**src/common/pfv_map.vh**
```
// Summary of operation
// (RL1) the block does every crc, coding and scrambling step itself in both directions.
// (RL2) a field that fails its crc is handed to the host together with a failure flag.
// (RL3) the host exchanges one message info block; the duplicate is made or consumed here.
// (RL4) both received copies are decoded and crc checked; the call is accepted if either passes.
// (RL5) in vocoder mode commands and voice move over the auxiliary port without the host.
// (RL6) with a third-party vocoder, voice goes via the host port and the host runs the vocoder.
// (RL7) receive voice to the attached vocoder is always 4-bit log-likelihood soft symbols.
// (RL8) soft format may be chosen for host voice, making host transfers four times as many.
// (RL9) the host interrupt rises only for status bits whose mask bit is set.
// (RL10) host-written settings are sampled once per 250 us latency period.
// (RL11) the host should not write one setting twice within a 250 us latency period.
// (RL12) if both copies fail their crc the call is rejected and the failure is reported.
`ifndef PFV_MAP_VH
`define PFV_MAP_VH

// ****************************************************
// field layout
// ****************************************************
`define PFV_MI_DATA_W 24
`define PFV_MI_CRC_W 8
`define PFV_MI_CODED_W 32
`define PFV_CRC_POLY 8'h07
`define PFV_CRC_INIT 8'hFF
`define PFV_SCRAMBLE_MASK 32'hA5C3_96E1
`define PFV_LLR_W 4

// ****************************************************
// status bits
// ****************************************************
`define PFV_ST_W 4
`define PFV_ST_MI_RX 0
`define PFV_ST_CRC_FAIL 1
`define PFV_ST_VOICE 2
`define PFV_ST_CALL_REJ 3

// ****************************************************
// vocoder commands
// ****************************************************
`define PFV_VCMD_DECODE 8'h01
`define PFV_VCMD_ENCODE 8'h02

// ****************************************************
// timing
// ****************************************************
`define PFV_LATENCY_US 250
`define PFV_CLK_MHZ 250
`define PFV_LATENCY_CYCLES (`PFV_LATENCY_US * `PFV_CLK_MHZ)

`endif

```
**src/verilog/pfv_fec_route.v**
```verilog
`timescale 1ns/1ps
`include "pfv_map.vh"

module pfv_fec_route #(
	parameter LATENCY_CYCLES = `PFV_LATENCY_CYCLES
)(
	input wire ref_clk,
	input wire reset,
	input wire host_cfg_via_host,
	input wire host_cfg_soft,
	input wire [`PFV_ST_W-1:0] host_cfg_irq_mask,
	input wire host_status_read,
	output reg [`PFV_ST_W-1:0] host_status,
	output wire host_irq,
	output reg cfg_via_host_reg,
	output reg cfg_soft_reg,
	input wire rx_mi_valid,
	input wire [`PFV_MI_CODED_W-1:0] message_info_copy_zero,
	input wire [`PFV_MI_CODED_W-1:0] message_info_copy_one,
	output reg host_mi_valid,
	output reg [`PFV_MI_DATA_W-1:0] message_info_block,
	output reg host_mi_crc_fail,
	output reg call_accept,
	output reg call_reject,
	input wire host_tx_mi_valid,
	input wire [`PFV_MI_DATA_W-1:0] host_tx_mi_data,
	output reg tx_mi_valid,
	output reg [`PFV_MI_CODED_W-1:0] tx_mi_copy_zero,
	output reg [`PFV_MI_CODED_W-1:0] tx_mi_copy_one,
	input wire rx_voice_valid,
	input wire rx_voice_bit,
	input wire [`PFV_LLR_W-1:0] rx_voice_llr,
	output reg voc_rx_valid,
	output reg [`PFV_LLR_W-1:0] voc_rx_llr,
	output reg voc_cmd_valid,
	output reg [7:0] voc_cmd,
	output reg host_voice_valid,
	output reg [7:0] host_voice_byte,
	input wire voc_tx_valid,
	input wire voc_tx_bit,
	input wire host_tx_voice_valid,
	input wire host_tx_voice_bit,
	output reg tx_voice_valid,
	output reg tx_voice_bit
);

	// ****************************************************
	// crc over the message info data
	// ****************************************************
	function [`PFV_MI_CRC_W-1:0] pfv_crc;
		input [`PFV_MI_DATA_W-1:0] data;
		integer i;
		reg [`PFV_MI_CRC_W-1:0] c;
		begin
			c = `PFV_CRC_INIT;
			for (i = `PFV_MI_DATA_W - 1; i >= 0; i = i - 1)
			begin
				if (c[`PFV_MI_CRC_W-1] ^ data[i])
					c = {c[`PFV_MI_CRC_W-2:0], 1'h0} ^ `PFV_CRC_POLY;
				else
					c = {c[`PFV_MI_CRC_W-2:0], 1'h0};
			end
			pfv_crc = c;
		end
	endfunction

	// ****************************************************
	// latency period sampling of host settings
	// ****************************************************
	localparam integer TICK_LAST_INT = LATENCY_CYCLES - 1;
	localparam [15:0] TICK_LAST = TICK_LAST_INT[15:0];
	reg [15:0] tick_cnt_reg;
	reg [`PFV_ST_W-1:0] irq_mask_reg;
	wire tick = (tick_cnt_reg == TICK_LAST);

	always @(posedge ref_clk)
	begin
		if (reset)
		begin
			tick_cnt_reg <= 16'h0000;
			cfg_via_host_reg <= 1'h0;
			cfg_soft_reg <= 1'h0;
			irq_mask_reg <= {`PFV_ST_W{1'h0}};
		end
		else
		begin
			tick_cnt_reg <= tick ? 16'h0000 : tick_cnt_reg + 16'h0001;
			if (tick)
			begin
				cfg_via_host_reg <= host_cfg_via_host; // RL10
				cfg_soft_reg <= host_cfg_soft; // RL10
				irq_mask_reg <= host_cfg_irq_mask; // RL10
			end
		end
	end

	// ****************************************************
	// receive message info: descramble, check both copies
	// ****************************************************
	wire [`PFV_MI_CODED_W-1:0] rx0 = message_info_copy_zero ^ `PFV_SCRAMBLE_MASK; // RL1
	wire [`PFV_MI_CODED_W-1:0] rx1 = message_info_copy_one ^ `PFV_SCRAMBLE_MASK; // RL1
	wire [2*`PFV_MI_CODED_W-1:0] rx_both = {rx1, rx0};
	wire [1:0] rx_ok;
	genvar g;

	generate
		for (g = 0; g < 2; g = g + 1)
		begin : gen_copy_check
			wire [`PFV_MI_CODED_W-1:0] copy_word;
			assign copy_word = rx_both[g*`PFV_MI_CODED_W +: `PFV_MI_CODED_W];
			assign rx_ok[g] = (pfv_crc(copy_word[`PFV_MI_CODED_W-1:`PFV_MI_CRC_W]) ==
				copy_word[`PFV_MI_CRC_W-1:0]); // RL4
		end
	endgenerate

	wire rx0_ok = rx_ok[0];
	wire rx1_ok = rx_ok[1];
	wire [`PFV_MI_CODED_W-1:0] tx_coded = {host_tx_mi_data ^ 24'h000000,
		pfv_crc(host_tx_mi_data)}; // RL1

	always @(posedge ref_clk)
	begin
		if (reset)
		begin
			host_mi_valid <= 1'h0;
			message_info_block <= {`PFV_MI_DATA_W{1'h0}};
			host_mi_crc_fail <= 1'h0;
			call_accept <= 1'h0;
			call_reject <= 1'h0;
			tx_mi_valid <= 1'h0;
			tx_mi_copy_zero <= {`PFV_MI_CODED_W{1'h0}};
			tx_mi_copy_one <= {`PFV_MI_CODED_W{1'h0}};
		end
		else
		begin
			host_mi_valid <= rx_mi_valid; // RL3
			call_accept <= rx_mi_valid & (rx0_ok | rx1_ok); // RL4
			call_reject <= rx_mi_valid & ~rx0_ok & ~rx1_ok; // RL12
			if (rx_mi_valid)
			begin
				message_info_block <= (rx0_ok | ~rx1_ok) ?
					rx0[`PFV_MI_CODED_W-1:`PFV_MI_CRC_W] :
					rx1[`PFV_MI_CODED_W-1:`PFV_MI_CRC_W]; // RL3
				host_mi_crc_fail <= ~rx0_ok & ~rx1_ok; // RL2 RL12
			end
			tx_mi_valid <= host_tx_mi_valid;
			if (host_tx_mi_valid)
			begin
				tx_mi_copy_zero <= tx_coded ^ `PFV_SCRAMBLE_MASK; // RL3
				tx_mi_copy_one <= tx_coded ^ `PFV_SCRAMBLE_MASK; // RL3
			end
		end
	end

	// ****************************************************
	// voice routing
	// ****************************************************
	reg [7:0] pack_reg;
	reg [2:0] pack_cnt_reg;
	wire [2:0] pack_last = cfg_soft_reg ? 3'h1 : 3'h7;
	wire [7:0] pack_next = cfg_soft_reg ? {pack_reg[3:0], rx_voice_llr} :
		{pack_reg[6:0], rx_voice_bit}; // RL8
	wire host_voice_in = rx_voice_valid & cfg_via_host_reg; // RL6
	wire byte_done = host_voice_in & (pack_cnt_reg == pack_last);

	always @(posedge ref_clk)
	begin
		if (reset)
		begin
			pack_reg <= 8'h00;
			pack_cnt_reg <= 3'h0;
			host_voice_valid <= 1'h0;
			host_voice_byte <= 8'h00;
			voc_rx_valid <= 1'h0;
			voc_rx_llr <= {`PFV_LLR_W{1'h0}};
			voc_cmd_valid <= 1'h0;
			voc_cmd <= 8'h00;
			tx_voice_valid <= 1'h0;
			tx_voice_bit <= 1'h0;
		end
		else
		begin
			if (host_voice_in)
			begin
				pack_reg <= pack_next;
				pack_cnt_reg <= byte_done ? 3'h0 : pack_cnt_reg + 3'h1;
			end
			host_voice_valid <= byte_done; // RL8
			if (byte_done)
				host_voice_byte <= pack_next;
			voc_rx_valid <= rx_voice_valid & ~cfg_via_host_reg; // RL5
			if (rx_voice_valid & ~cfg_via_host_reg)
				voc_rx_llr <= rx_voice_llr; // RL7
			voc_cmd_valid <= ~cfg_via_host_reg &
				((rx_mi_valid & (rx0_ok | rx1_ok)) | host_tx_mi_valid); // RL5
			if (~cfg_via_host_reg & host_tx_mi_valid)
				voc_cmd <= `PFV_VCMD_ENCODE; // RL5
			else if (~cfg_via_host_reg & rx_mi_valid & (rx0_ok | rx1_ok))
				voc_cmd <= `PFV_VCMD_DECODE; // RL5
			tx_voice_valid <= cfg_via_host_reg ? host_tx_voice_valid : voc_tx_valid; // RL5 RL6
			tx_voice_bit <= cfg_via_host_reg ? host_tx_voice_bit : voc_tx_bit;
		end
	end

	// ****************************************************
	// status and masked interrupt
	// ****************************************************
	wire [`PFV_ST_W-1:0] st_set;
	assign st_set[`PFV_ST_MI_RX] = host_mi_valid;
	assign st_set[`PFV_ST_CRC_FAIL] = host_mi_valid & host_mi_crc_fail; // RL2
	assign st_set[`PFV_ST_VOICE] = host_voice_valid;
	assign st_set[`PFV_ST_CALL_REJ] = call_reject; // RL12

	always @(posedge ref_clk)
	begin
		if (reset)
			host_status <= {`PFV_ST_W{1'h0}};
		else
			host_status <= st_set | (host_status_read ? {`PFV_ST_W{1'h0}} : host_status);
	end

	assign host_irq = |(host_status & irq_mask_reg); // RL9

endmodule

```
**config.mk**
```make
export PLATFORM = sky130hd
export DESIGN_NAME = pfv_fec_route
export DESIGN_NICKNAME = d
export VERILOG_FILES = /design/src/verilog/pfv_fec_route.v
export VERILOG_INCLUDE_DIRS = /design/src /design/src/common
export SDC_FILE = /design/constraint.sdc
export NUM_CORES = 1
export LEC_CHECK = 0
export BUFFER_PORTS_ARGS = -buffer_cell sky130_fd_sc_hd__buf_4
export CELL_PAD_IN_SITES_DETAIL_PLACEMENT = 0
export CELL_PAD_IN_SITES_GLOBAL_PLACEMENT = 1
export CORE_ASPECT_RATIO = 1.1
export CORE_UTILIZATION = 41
export DETAILED_ROUTE_END_ITERATION = 12
export GPL_TIMING_DRIVEN = 1
export PLACE_DENSITY_LB_ADDON = 0.1
export SETUP_SLACK_MARGIN = 0.02
export SLEW_MARGIN = 20
export SYNTH_ARGS = -nofsm -noshare
export SYNTH_HDL_FRONTEND = slang
export SYNTH_SLANG_ARGS = --single-unit
```
**constraint.sdc**
```tcl
create_clock -name ref_clk -period 6.9 [get_ports ref_clk]
set_clock_uncertainty 0.15 [all_clocks]
set_input_delay 0.345 -clock ref_clk [delete_from_list [all_inputs] [get_ports ref_clk]]
set_output_delay 0.345 -clock ref_clk [all_outputs]
set_load 0.05 [all_outputs]
```
==> After elaboration in Yosys (flattened, before gate mapping) <==
Cells that the tools add are included.
{ "classes": {"eq_ne": 4, "muxes": 81, "n_bitwise": 161, "add_sub_neg": 2, "reduce_logical": 4} }
{ "op_table": {"columns": ["op", "count"], "rows": [
  ["$mux 3", 74],
  ["$not 3->3", 69],
  ["$xor 1x1->1", 54],
  ["$not 16->16", 3],
  ["$mux 24", 1],
  ["$add 16x1->16 const B", 1],
  ["$eq 16x16->1 const B", 1],
  ["$eq 8x8->1", 2],
  ["$xor 1x1->1 const A", 15],
  ["$and 1x1->1", 12],
  ["$mux 8", 1],
  ["$and 4x4->4", 1],
  ["$mux 2", 2],
  ["$mux 4", 1],
  ["$or 4x4->4", 1],
  ["$reduce_or 2->1", 2],
  ["$reduce_or 4->1", 1],
  ["$add 3x1->3 const B", 1],
  ["$eq 3x3->1", 1],
  ["$not 1->1", 3],
  ["$or 1x1->1", 3],
  ["$mux 1", 2],
  ["$reduce_bool 2->1", 1]
]} }
{ "totals": {"reg_bits": 116, "word_cells": 275} }

==> Depth between registers and ports, before layout <==
Gate-level depths: netlist of run 1.
{ "depth": {"depth_word": 53, "depth_mapped": 12, "mapped_depth_nobuf": 9} }

==> Worst setup path before layout of run 1 <==
No wires, ideal clock.
{ "synth_path": {"path_kind": "input to register", "start": "in message_info_copy_one[31]", "end": "reg message_info_block[21]", "slack_ns": 3.477, "arrival_time_ns": 3.146, "t_required_ns": 6.623, "setup_ns": 0.127, "cell_stages": 11, "cell_sequence": "buf_2 > xnor2_1 > xnor2_1 > xnor3_1 > xnor2_1 > or3_1 > a32oi_1 > o2111ai_2 > buf_6 > and4bb_1 > or3_1"} }
{ "synth_between": {"elab_chain_len": 22, "elab_cells_between_ends": 56, "cone_classes": "eq/ne: 1; mux: 21; bitwise: 34"} }
{ "synth_rtl": {"columns": ["item", "line_no", "source"], "rows": [
  ["from (decl)", "pfv_fec_route.v:19", "input wire [`PFV_MI_CODED_W-1:0] message_info_copy_one,"],
  ["$not 16->16 (no line) *", null, null],
  ["$mux 3 *", "pfv_fec_route.v:58", "if (c[`PFV_MI_CRC_W-1] ^ data[i])"],
  ["$not 3->3 (no line) / $xor 1x1->1 (equally long branches)", null, null],
  ["$mux 3", "pfv_fec_route.v:58", null],
  ["$xor 1x1->1 / $not 3->3 (equally long branches)", null, null],
  ["$mux 3", "pfv_fec_route.v:58", null],
  ["$not 3->3 (no line) / $xor 1x1->1 (equally long branches)", null, null],
  ["$mux 3", "pfv_fec_route.v:58", null],
  ["[... 6 more ...]", null, null],
  ["$not 3->3 (no line) / $xor 1x1->1 (equally long branches)", null, null],
  ["$mux 3", "pfv_fec_route.v:58", null],
  ["$xor 1x1->1 / $not 3->3 (equally long branches)", null, null],
  ["$mux 3", "pfv_fec_route.v:58", null],
  ["$eq 8x8->1 *", "pfv_fec_route.v:111", "assign rx_ok[g] = (pfv_crc(copy_word[`PFV_MI_CODED_W-1:`PFV_MI_CRC_W]) =="],
  ["$not 1->1 *", "pfv_fec_route.v:141", "message_info_block <= (rx0_ok | ~rx1_ok) ?"],
  ["$or 1x1->1 *", "pfv_fec_route.v:141", null],
  ["$mux 24 *", "pfv_fec_route.v:141", null],
  ["to (signal assigned)", "pfv_fec_route.v:126", "message_info_block <= {`PFV_MI_DATA_W{1'h0}};"],
  ["to (signal assigned)", "pfv_fec_route.v:141", null],
  ["to (decl)", "pfv_fec_route.v:21", "output reg [`PFV_MI_DATA_W-1:0] message_info_block,"]
]} }
Every way passes the cells marked *; elsewhere a longest branch is shown, timed or not.
A chain may end at the register's enable or synchronous reset.

==> Worst setup path after layout of run 1 <==
{ "layout_path": {"start": "in message_info_copy_zero[29]", "end": "reg message_info_block[2]"} }
{ "layout_between": {"elab_chain_len": 22, "elab_cells_between_ends": 50, "cone_classes": "eq/ne: 1; mux: 19; bitwise: 30"} }
{ "layout_rtl": {"columns": ["item", "line_no", "source"], "rows": [
  ["from (decl)", "pfv_fec_route.v:18", "input wire [`PFV_MI_CODED_W-1:0] message_info_copy_zero,"],
  ["$not 16->16 (no line) *", null, null],
  ["$xor 1x1->1 *", "pfv_fec_route.v:58", null],
  ["$mux 3 *", "pfv_fec_route.v:58", null],
  ["$not 3->3 (no line)", null, null],
  ["$mux 3", "pfv_fec_route.v:58", null],
  ["$not 3->3 (no line)", null, null],
  ["$mux 3", "pfv_fec_route.v:58", null],
  ["$xor 1x1->1", "pfv_fec_route.v:58", null],
  ["[... 6 more ...]", null, null],
  ["$mux 3", "pfv_fec_route.v:58", null],
  ["$not 3->3 (no line)", null, null],
  ["$mux 3", "pfv_fec_route.v:58", null],
  ["$not 3->3 (no line)", null, null],
  ["$mux 3", "pfv_fec_route.v:58", null],
  ["$eq 8x8->1 *", "pfv_fec_route.v:111", null],
  ["$or 1x1->1 *", "pfv_fec_route.v:141", null],
  ["$mux 24 *", "pfv_fec_route.v:141", null]
]} }
Marks and branches as above.

==> flow_summary.yaml, run 1 <==
route:
  post-route-drc-count: 0
  drt_iter0_markers: 281
  dr.pass1.iters: 4
  vias: 5525
  routed_wl_um: 17600
  vias_per_cell: 4.96
  drtAntennaViolNets: 0
  wire_per_inst_um: 15.8
setup_path:
  setup.worst_path.end_class: "flip-flop"
  worst_r2r_endpoint: "pack_cnt_reg[1]"
  crit_path_end: "message_info_block[2]"
  max_stage_delay_ps: 500
  reg2reg_depth: 4
  crit_path_top_delay_cell: "xnor3_1"
  cp.arrival_ps: 3670
  rrSetupSlack_ps: 4460
  crit_chain: "buf_4 -> xnor3_1 -> xnor2_2 -> xnor3_1 -> or3_1 -> a211o_1 -> a211o_1 -> o2111ai_2 -> buf_4 -> nor4b_1 -> or3_1"
  critical_path_class: "input pin to flip-flop"
  crit_family: "XOR/XNOR gates"
  r2r-start: "cfg_via_host_reg"
  worst-path-buf-inv: 2
  cp_num_cells: 11
  crit_required_ps: 7050
  worstSetupStartpointType: "input pin"
  cp-startpoint: "message_info_copy_zero[29]"
  crit_fanout: 36
grt:
  grt_pass1_wl_um: 26800
  groute.usage.overall_pct: 20.1
  grt_antenna_before_repair: 0
  grt_overflow: 0
  grt_max_degree: 67
  first_global_vias: 5292
synthesis:
  synth.mux.area_fraction_pct: 7.52
  synth_top_family_by_area: "XOR/XNOR gates"
  synthTopCellsByArea: "dfxtp_1, xnor2_1, mux2i_1"
  yosys-top-cells-count: "dfxtp_1, nor2_1, xnor2_1"
  ys_ff_latch: 116
  synth_compound_area_share_pct: 7.44
  synth_top_area_share_pct: 34.2
  synth-main-ff-cell: "dfxtp_1"
  yosys_warnings: 0
  synthXorXnorAreaFrac_pct: 26.2
  postSynthCellCount: 714
  yosys.area_share.simple_pct: 17.2
  ys_seq_area_share_pct: 34.2
  synth_adder_area_share_pct: 0.369
  async_reset_ff_share_pct: 0
  synth.most_common_cell: "dfxtp_1"
  synth_cell_types: 47
  synth.cell_area_mm2: 0.00679
  synth-edff-count: 0
  yosysTopAreaCell: "dfxtp_1"
  avgSynthCellArea_um2: 9.51
timing:
  tightest_slew_ps: 668
  relSlewSlack_pct: 55.5
  final-hold-violation-count: 0
  rsz0062_at_grt: "no"
  post-route-min-period_ps: 3520
  report.final.slew_viol_count: 0
  hold_slack_ps: 14.7
  fin_tns_setup_ps: 0
  final-setup-viol-count: 0
  fin_crit_sh_pct: 51.0
  max_freq_ghz: 0.284
clock_tree:
  cts_resized: 0
  clockBufferDepth: 2
  htree_levels: 4
  cts.clk_slew.worst_paths_ps: 60
  cts_sinks: 116
  cts_tree: "yes"
  clk_latency_ps: 420
  cts_buffers: 17
  cts_root_buf: "clkbuf_16"
placed_design:
  place_hpwl_um: 13400
  port_buffers: 227
  gp_congestion: 0.817
die:
  row_count: 48
  dieArea_mm2: 0.0171
  io-pin-count: 234
  core-area_mm2: 0.0159
  die_y_um: 137
  die_w_um: 125
  start_util_pct: 42.7
power:
  pwr_density_cell_mw_per_mm2: 293
  ir_worst_vdd_mv: 0.172
  p_leak_nw: 4.05
layout:
  largest_reg_flops: 32
  fin_util_pct: 57.0
  fillers: 1432
  drive_gt1_share_pct: 28.6
  antenna_cells: 0
  nets: 1013
  area_growth_pct: 33.5
hold_path:
  hold_class: "input pin to flip-flop"
job:
  drv_cap: 0
status:
  status: "finished clean"
==> logic make-up after synthesis <==
logic type / after synthesis
simple gates: 223
xor+xnor: 172
flops: 116
buf+inv: 81
fa+ha+maj: 2
other cells: 1
compound gates: 68
mux: 51
==> layout by cell type (no fill, tap or decap), types with 3 or more instances in the layout <==
cell type      count
buf_4            229
dfxtp_1          116
nor2_1           109
xnor2_1          108
mux2i_1           51
xor2_1            44
a211oi_1          44
xnor3_1           18
clkbuf_16         17
nand2_1           16
nor3b_1           14
or3_1             14
nor4b_1           13
dlygate4sd3_1     13
nor4bb_1          11
nand3_1            9
and3_1             8
a21oi_1            6
nor2b_1            6
conb_1             6
nand2b_1           5
nor3_1             4
and2_1             4
bufinv_16          4
a22oi_1            3
nand3b_1           3
a21boi_0           3
inv_1              3
clkinv_2           3
inv_6              3
==> what timing repair did <==
item	CTS	global route
buffers inserted	0	0
hold buffers	13	0
hold endpoints to repair	13	0
==> worst min path at each step <==
stage,startpoint,endpoint,cells past startpoint
5_1_grt,host_cfg_irq_mask[2],irq_mask_reg[2],3
3_3_place_gp,tick_cnt_reg[0],tick_cnt_reg[0],1
6_report,host_tx_voice_valid,tx_voice_valid,3
4_1_cts,host_cfg_soft,cfg_soft_reg,3
3_5_place_dp,tick_cnt_reg[0],tick_cnt_reg[0],1
2_1_floorplan,tick_cnt_reg[0],tick_cnt_reg[0],1
==> where the power goes <==
part / internal, mW / leakage, nW / total, mW / switching [mW]
Clock: 0.615 / 0.301 / 0.931 / 0.316
Combinational: 0.406 / 2.80 / 0.979 / 0.573
Sequential: 0.715 / 0.952 / 0.748 / 0.0335
==> stage by stage <==
stage,instances,power (mW),setup WS (ps),cell area [um^2]
5_1_grt,1115,2.77,3190,9070
2_1_floorplan,719,1.52,3480,6810
3_3_place_gp,1070,1.72,3070,8310
4_1_cts,1115,2.68,3390,9070
3_5_place_dp,1070,1.74,2960,8310
6_report,1115,2.66,3380,9070
==> area by class of cell <==
cell class	count	area, um^2	share of cell area [%]
Clock inverter	12	176	1.95
Multi-Input combinational cell	522	4010	44.2
Timing Repair Buffer	242	1850	20.4
Inverter	3	11.3	0.124
Sequential cell	116	2320	25.6
Tap cell	200	250	2.76
Clock buffer	20	447	4.93
==> layer usage <==
layer	global-route usage (%)	vias up	wire, um
met5	0	-	0
met4	7.10	0	303
met3	5.86	22	1030
met2	35.1	167	8790
met1	23.5	2560	7450
li1	-	2776	-
==> worst min-delay path: stages <==
cell and delay, ps:
buf_4 80, mux2i_1 50, nor2_1 70
(Power assumes the default switching activity.)
==> inputs of run 2 (changes only) <==
--- a/config.mk
+++ b/config.mk
@@ -10,7 +10,7 @@
 export CELL_PAD_IN_SITES_DETAIL_PLACEMENT = 0
 export CELL_PAD_IN_SITES_GLOBAL_PLACEMENT = 1
 export CORE_ASPECT_RATIO = 1.1
-export CORE_UTILIZATION = 41
+export CORE_UTILIZATION = 34
 export DETAILED_ROUTE_END_ITERATION = 12
 export GPL_TIMING_DRIVEN = 1
 export PLACE_DENSITY_LB_ADDON = 0.1
==> constraint.sdc (replaced) <==
create_clock -name ref_clk -period 2.92 [get_ports ref_clk]
set_clock_uncertainty 0.15 [all_clocks]
set_input_delay 0.146 -clock ref_clk [delete_from_list [all_inputs] [get_ports ref_clk]]
set_output_delay 0.146 -clock ref_clk [all_outputs]
set_load 0.05 [all_outputs]
==> flow_summary.yaml, run 2 (same netlist as run 1, synthesis figures left out) <==
status:
  status: "finished clean"
setup_path:
  crit_fanout: 9
  worstSetupStartpointType: "input pin"
  critical_path_class: "input pin to flip-flop"
  cp.arrival_ps: 2970
  crit_path_end: "message_info_block[9]"
  worst_r2r_endpoint: "tick_cnt_reg[6]"
  setup.worst_path.end_class: "flip-flop"
  cp-startpoint: "message_info_copy_zero[29]"
  rrSetupSlack_ps: 890
  crit_required_ps: 3060
  r2r-start: "tick_cnt_reg[0]"
  reg2reg_depth: 7
placed_design:
  placed_cell_area_mm2: 0.00894
  gp_congestion: 0.833
  pre_cts_slack_ps: -409
  place_hpwl_um: 15000
  port_buffers: 227
grt:
  grt_max_degree: 65
  grt_antenna_before_repair: 0
  grt_pass1_wl_um: 29600
  groute.usage.overall_pct: 18.9
  grt_overflow: 0
  first_global_vias: 5768
timing:
  final-hold-violation-count: 0
  fin_crit_sh_pct: 96.6
  tightest_slew_ps: 652
  relSlewSlack_pct: 56.6
  setup_slack_ps: 98.2
  report.final.slew_viol_count: 0
  max_freq_ghz: 0.354
  post-route-min-period_ps: 2820
  rsz0062_at_grt: "yes"
  final-setup-viol-count: 0
job:
  drv_cap: 0
power:
  power_switching_mw: 2.38
  combinationalPowerShare_pct: 41.6
  p_clk_share_pct: 31.5
  p_sw_share_pct: 36.1
  pwr_density_cell_mw_per_mm2: 648
  ir_worst_vdd_mv: 0.616
  p_seq_share_pct: 26.9
  intPower_mw: 4.22
  p_leak_nw: 4.61
route:
  vias: 5978
  wire_per_inst_um: 15.5
  post-route-drc-count: 0
  drtAntennaViolNets: 0
  drt_iter0_markers: 160
  vias_per_cell: 4.69
  dr.pass1.iters: 4
  routed_wl_um: 19700
die:
  die_y_um: 150
  row_count: 53
  dieArea_mm2: 0.0205
  start_util_pct: 35.1
  core-area_mm2: 0.0194
  io-pin-count: 234
  die_w_um: 137
clock_tree:
  cts_tree: "yes"
  cts_sinks: 116
  cts_root_buf: "clkbuf_16"
  clk_latency_ps: 410
  clockBufferDepth: 2
  cts_buffers: 17
  cts.clk_slew.worst_paths_ps: 60
  htree_levels: 4
layout:
  area_growth_pct: 49.9
  final_common_cell: "buf_4"
  nets: 1126
  drive_gt1_share_pct: 34.7
  finalInstanceArea_mm2: 0.0102
  antenna_cells: 0
  largest_reg_flops: 32
  fillers: 1804
  final_cell_mix: "buf_4, dfxtp_1, nor2_1"
hold_path:
  hold_class: "input pin to flip-flop"
-- run 2: cell types whose count changed in the layout (fill, tap and decap cells not counted), sizes merged --
cell,before,now
bufinv,4,2
buf,229,304
clkinvlp,2,3
dlygate4sd3,13,50
o2111ai,1,2
inv,6,7
clkinv,3,4
clkbuf,20,18
-- run 2: per-stage QoR --
stage               setup TNS [ps]  power, mW  hold WS (ps)  utilization [%]  std cells
floorplan                    -1.91       3.62          95.4                -        719
global placement             -8020       4.34           206             46.2       1186
detailed placement           -9350       4.38           205             46.2       1186
CTS                              0       6.54          5.02             51.8       1267
global route                 -17.5       6.94          35.0             52.6       1274
finish                           0       6.60          20.0             52.6       1274
-- run 2: worst min path at each step --
stage,depth (start not counted),from,to,slack (ps)
6_report,3,message_info_copy_zero[25],message_info_block[17],20
5_1_grt,3,message_info_copy_zero[25],message_info_block[17],30
4_1_cts,3,message_info_copy_zero[25],message_info_block[17],5
3_5_place_dp,2,host_tx_mi_data[4],tx_mi_copy_one[12],210
3_3_place_gp,2,host_tx_mi_data[8],tx_mi_copy_one[16],210
2_1_floorplan,1,host_tx_mi_data[21],tx_mi_copy_one[29],100
-- run 2: layout make-up --
class	count	area, um^2	area share (%)
Tap cell	247	309	3.04
Inverter	3	11.3	0.111
Multi-Input combinational cell	523	4170	40.9
Clock buffer	18	439	4.31
Clock inverter	13	149	1.46
Timing Repair Buffer	354	2780	27.3
Sequential cell	116	2320	22.8
-- run 2: power groups by stage --
| stage | registers, mW | clock network, mW | logic (mW) |
|---|---|---|---|
| 2_1_floorplan | 2.13 | 0 | 1.49 |
| 3_3_place_gp | 1.80 | 0 | 2.54 |
| 3_5_place_dp | 1.81 | 0 | 2.57 |
| 4_1_cts | 1.77 | 2.13 | 2.63 |
| 5_1_grt | 1.78 | 2.22 | 2.93 |
| 6_report | 1.77 | 2.08 | 2.75 |
-- run 2: per-layer routing --
layer  global-route usage (%)  wire [um]
met2                     33.2      10000
met1                     22.5       8330
met4                     7.28        409
met3                     3.67        943
met5                        0          0
-- run 2: worst max-delay path, stage by stage --
cell,delay [ps]
buf_4,100
xnor3_1,440
xnor2_2,170
buf_4,160
xnor3_1,370
xnor2_2,160
a211o_1,240
a211o_2,380
o2111ai_2,140
buf_4,220
nor4b_1,60
or3_1,370
-- run 2: what timing repair did --
item,in CTS,in global routing
hold buffers,50,0
buffers inserted,0,6
endpoints found under the hold margin,51,0
resized for setup,0,14
setup endpoints to repair,0,24
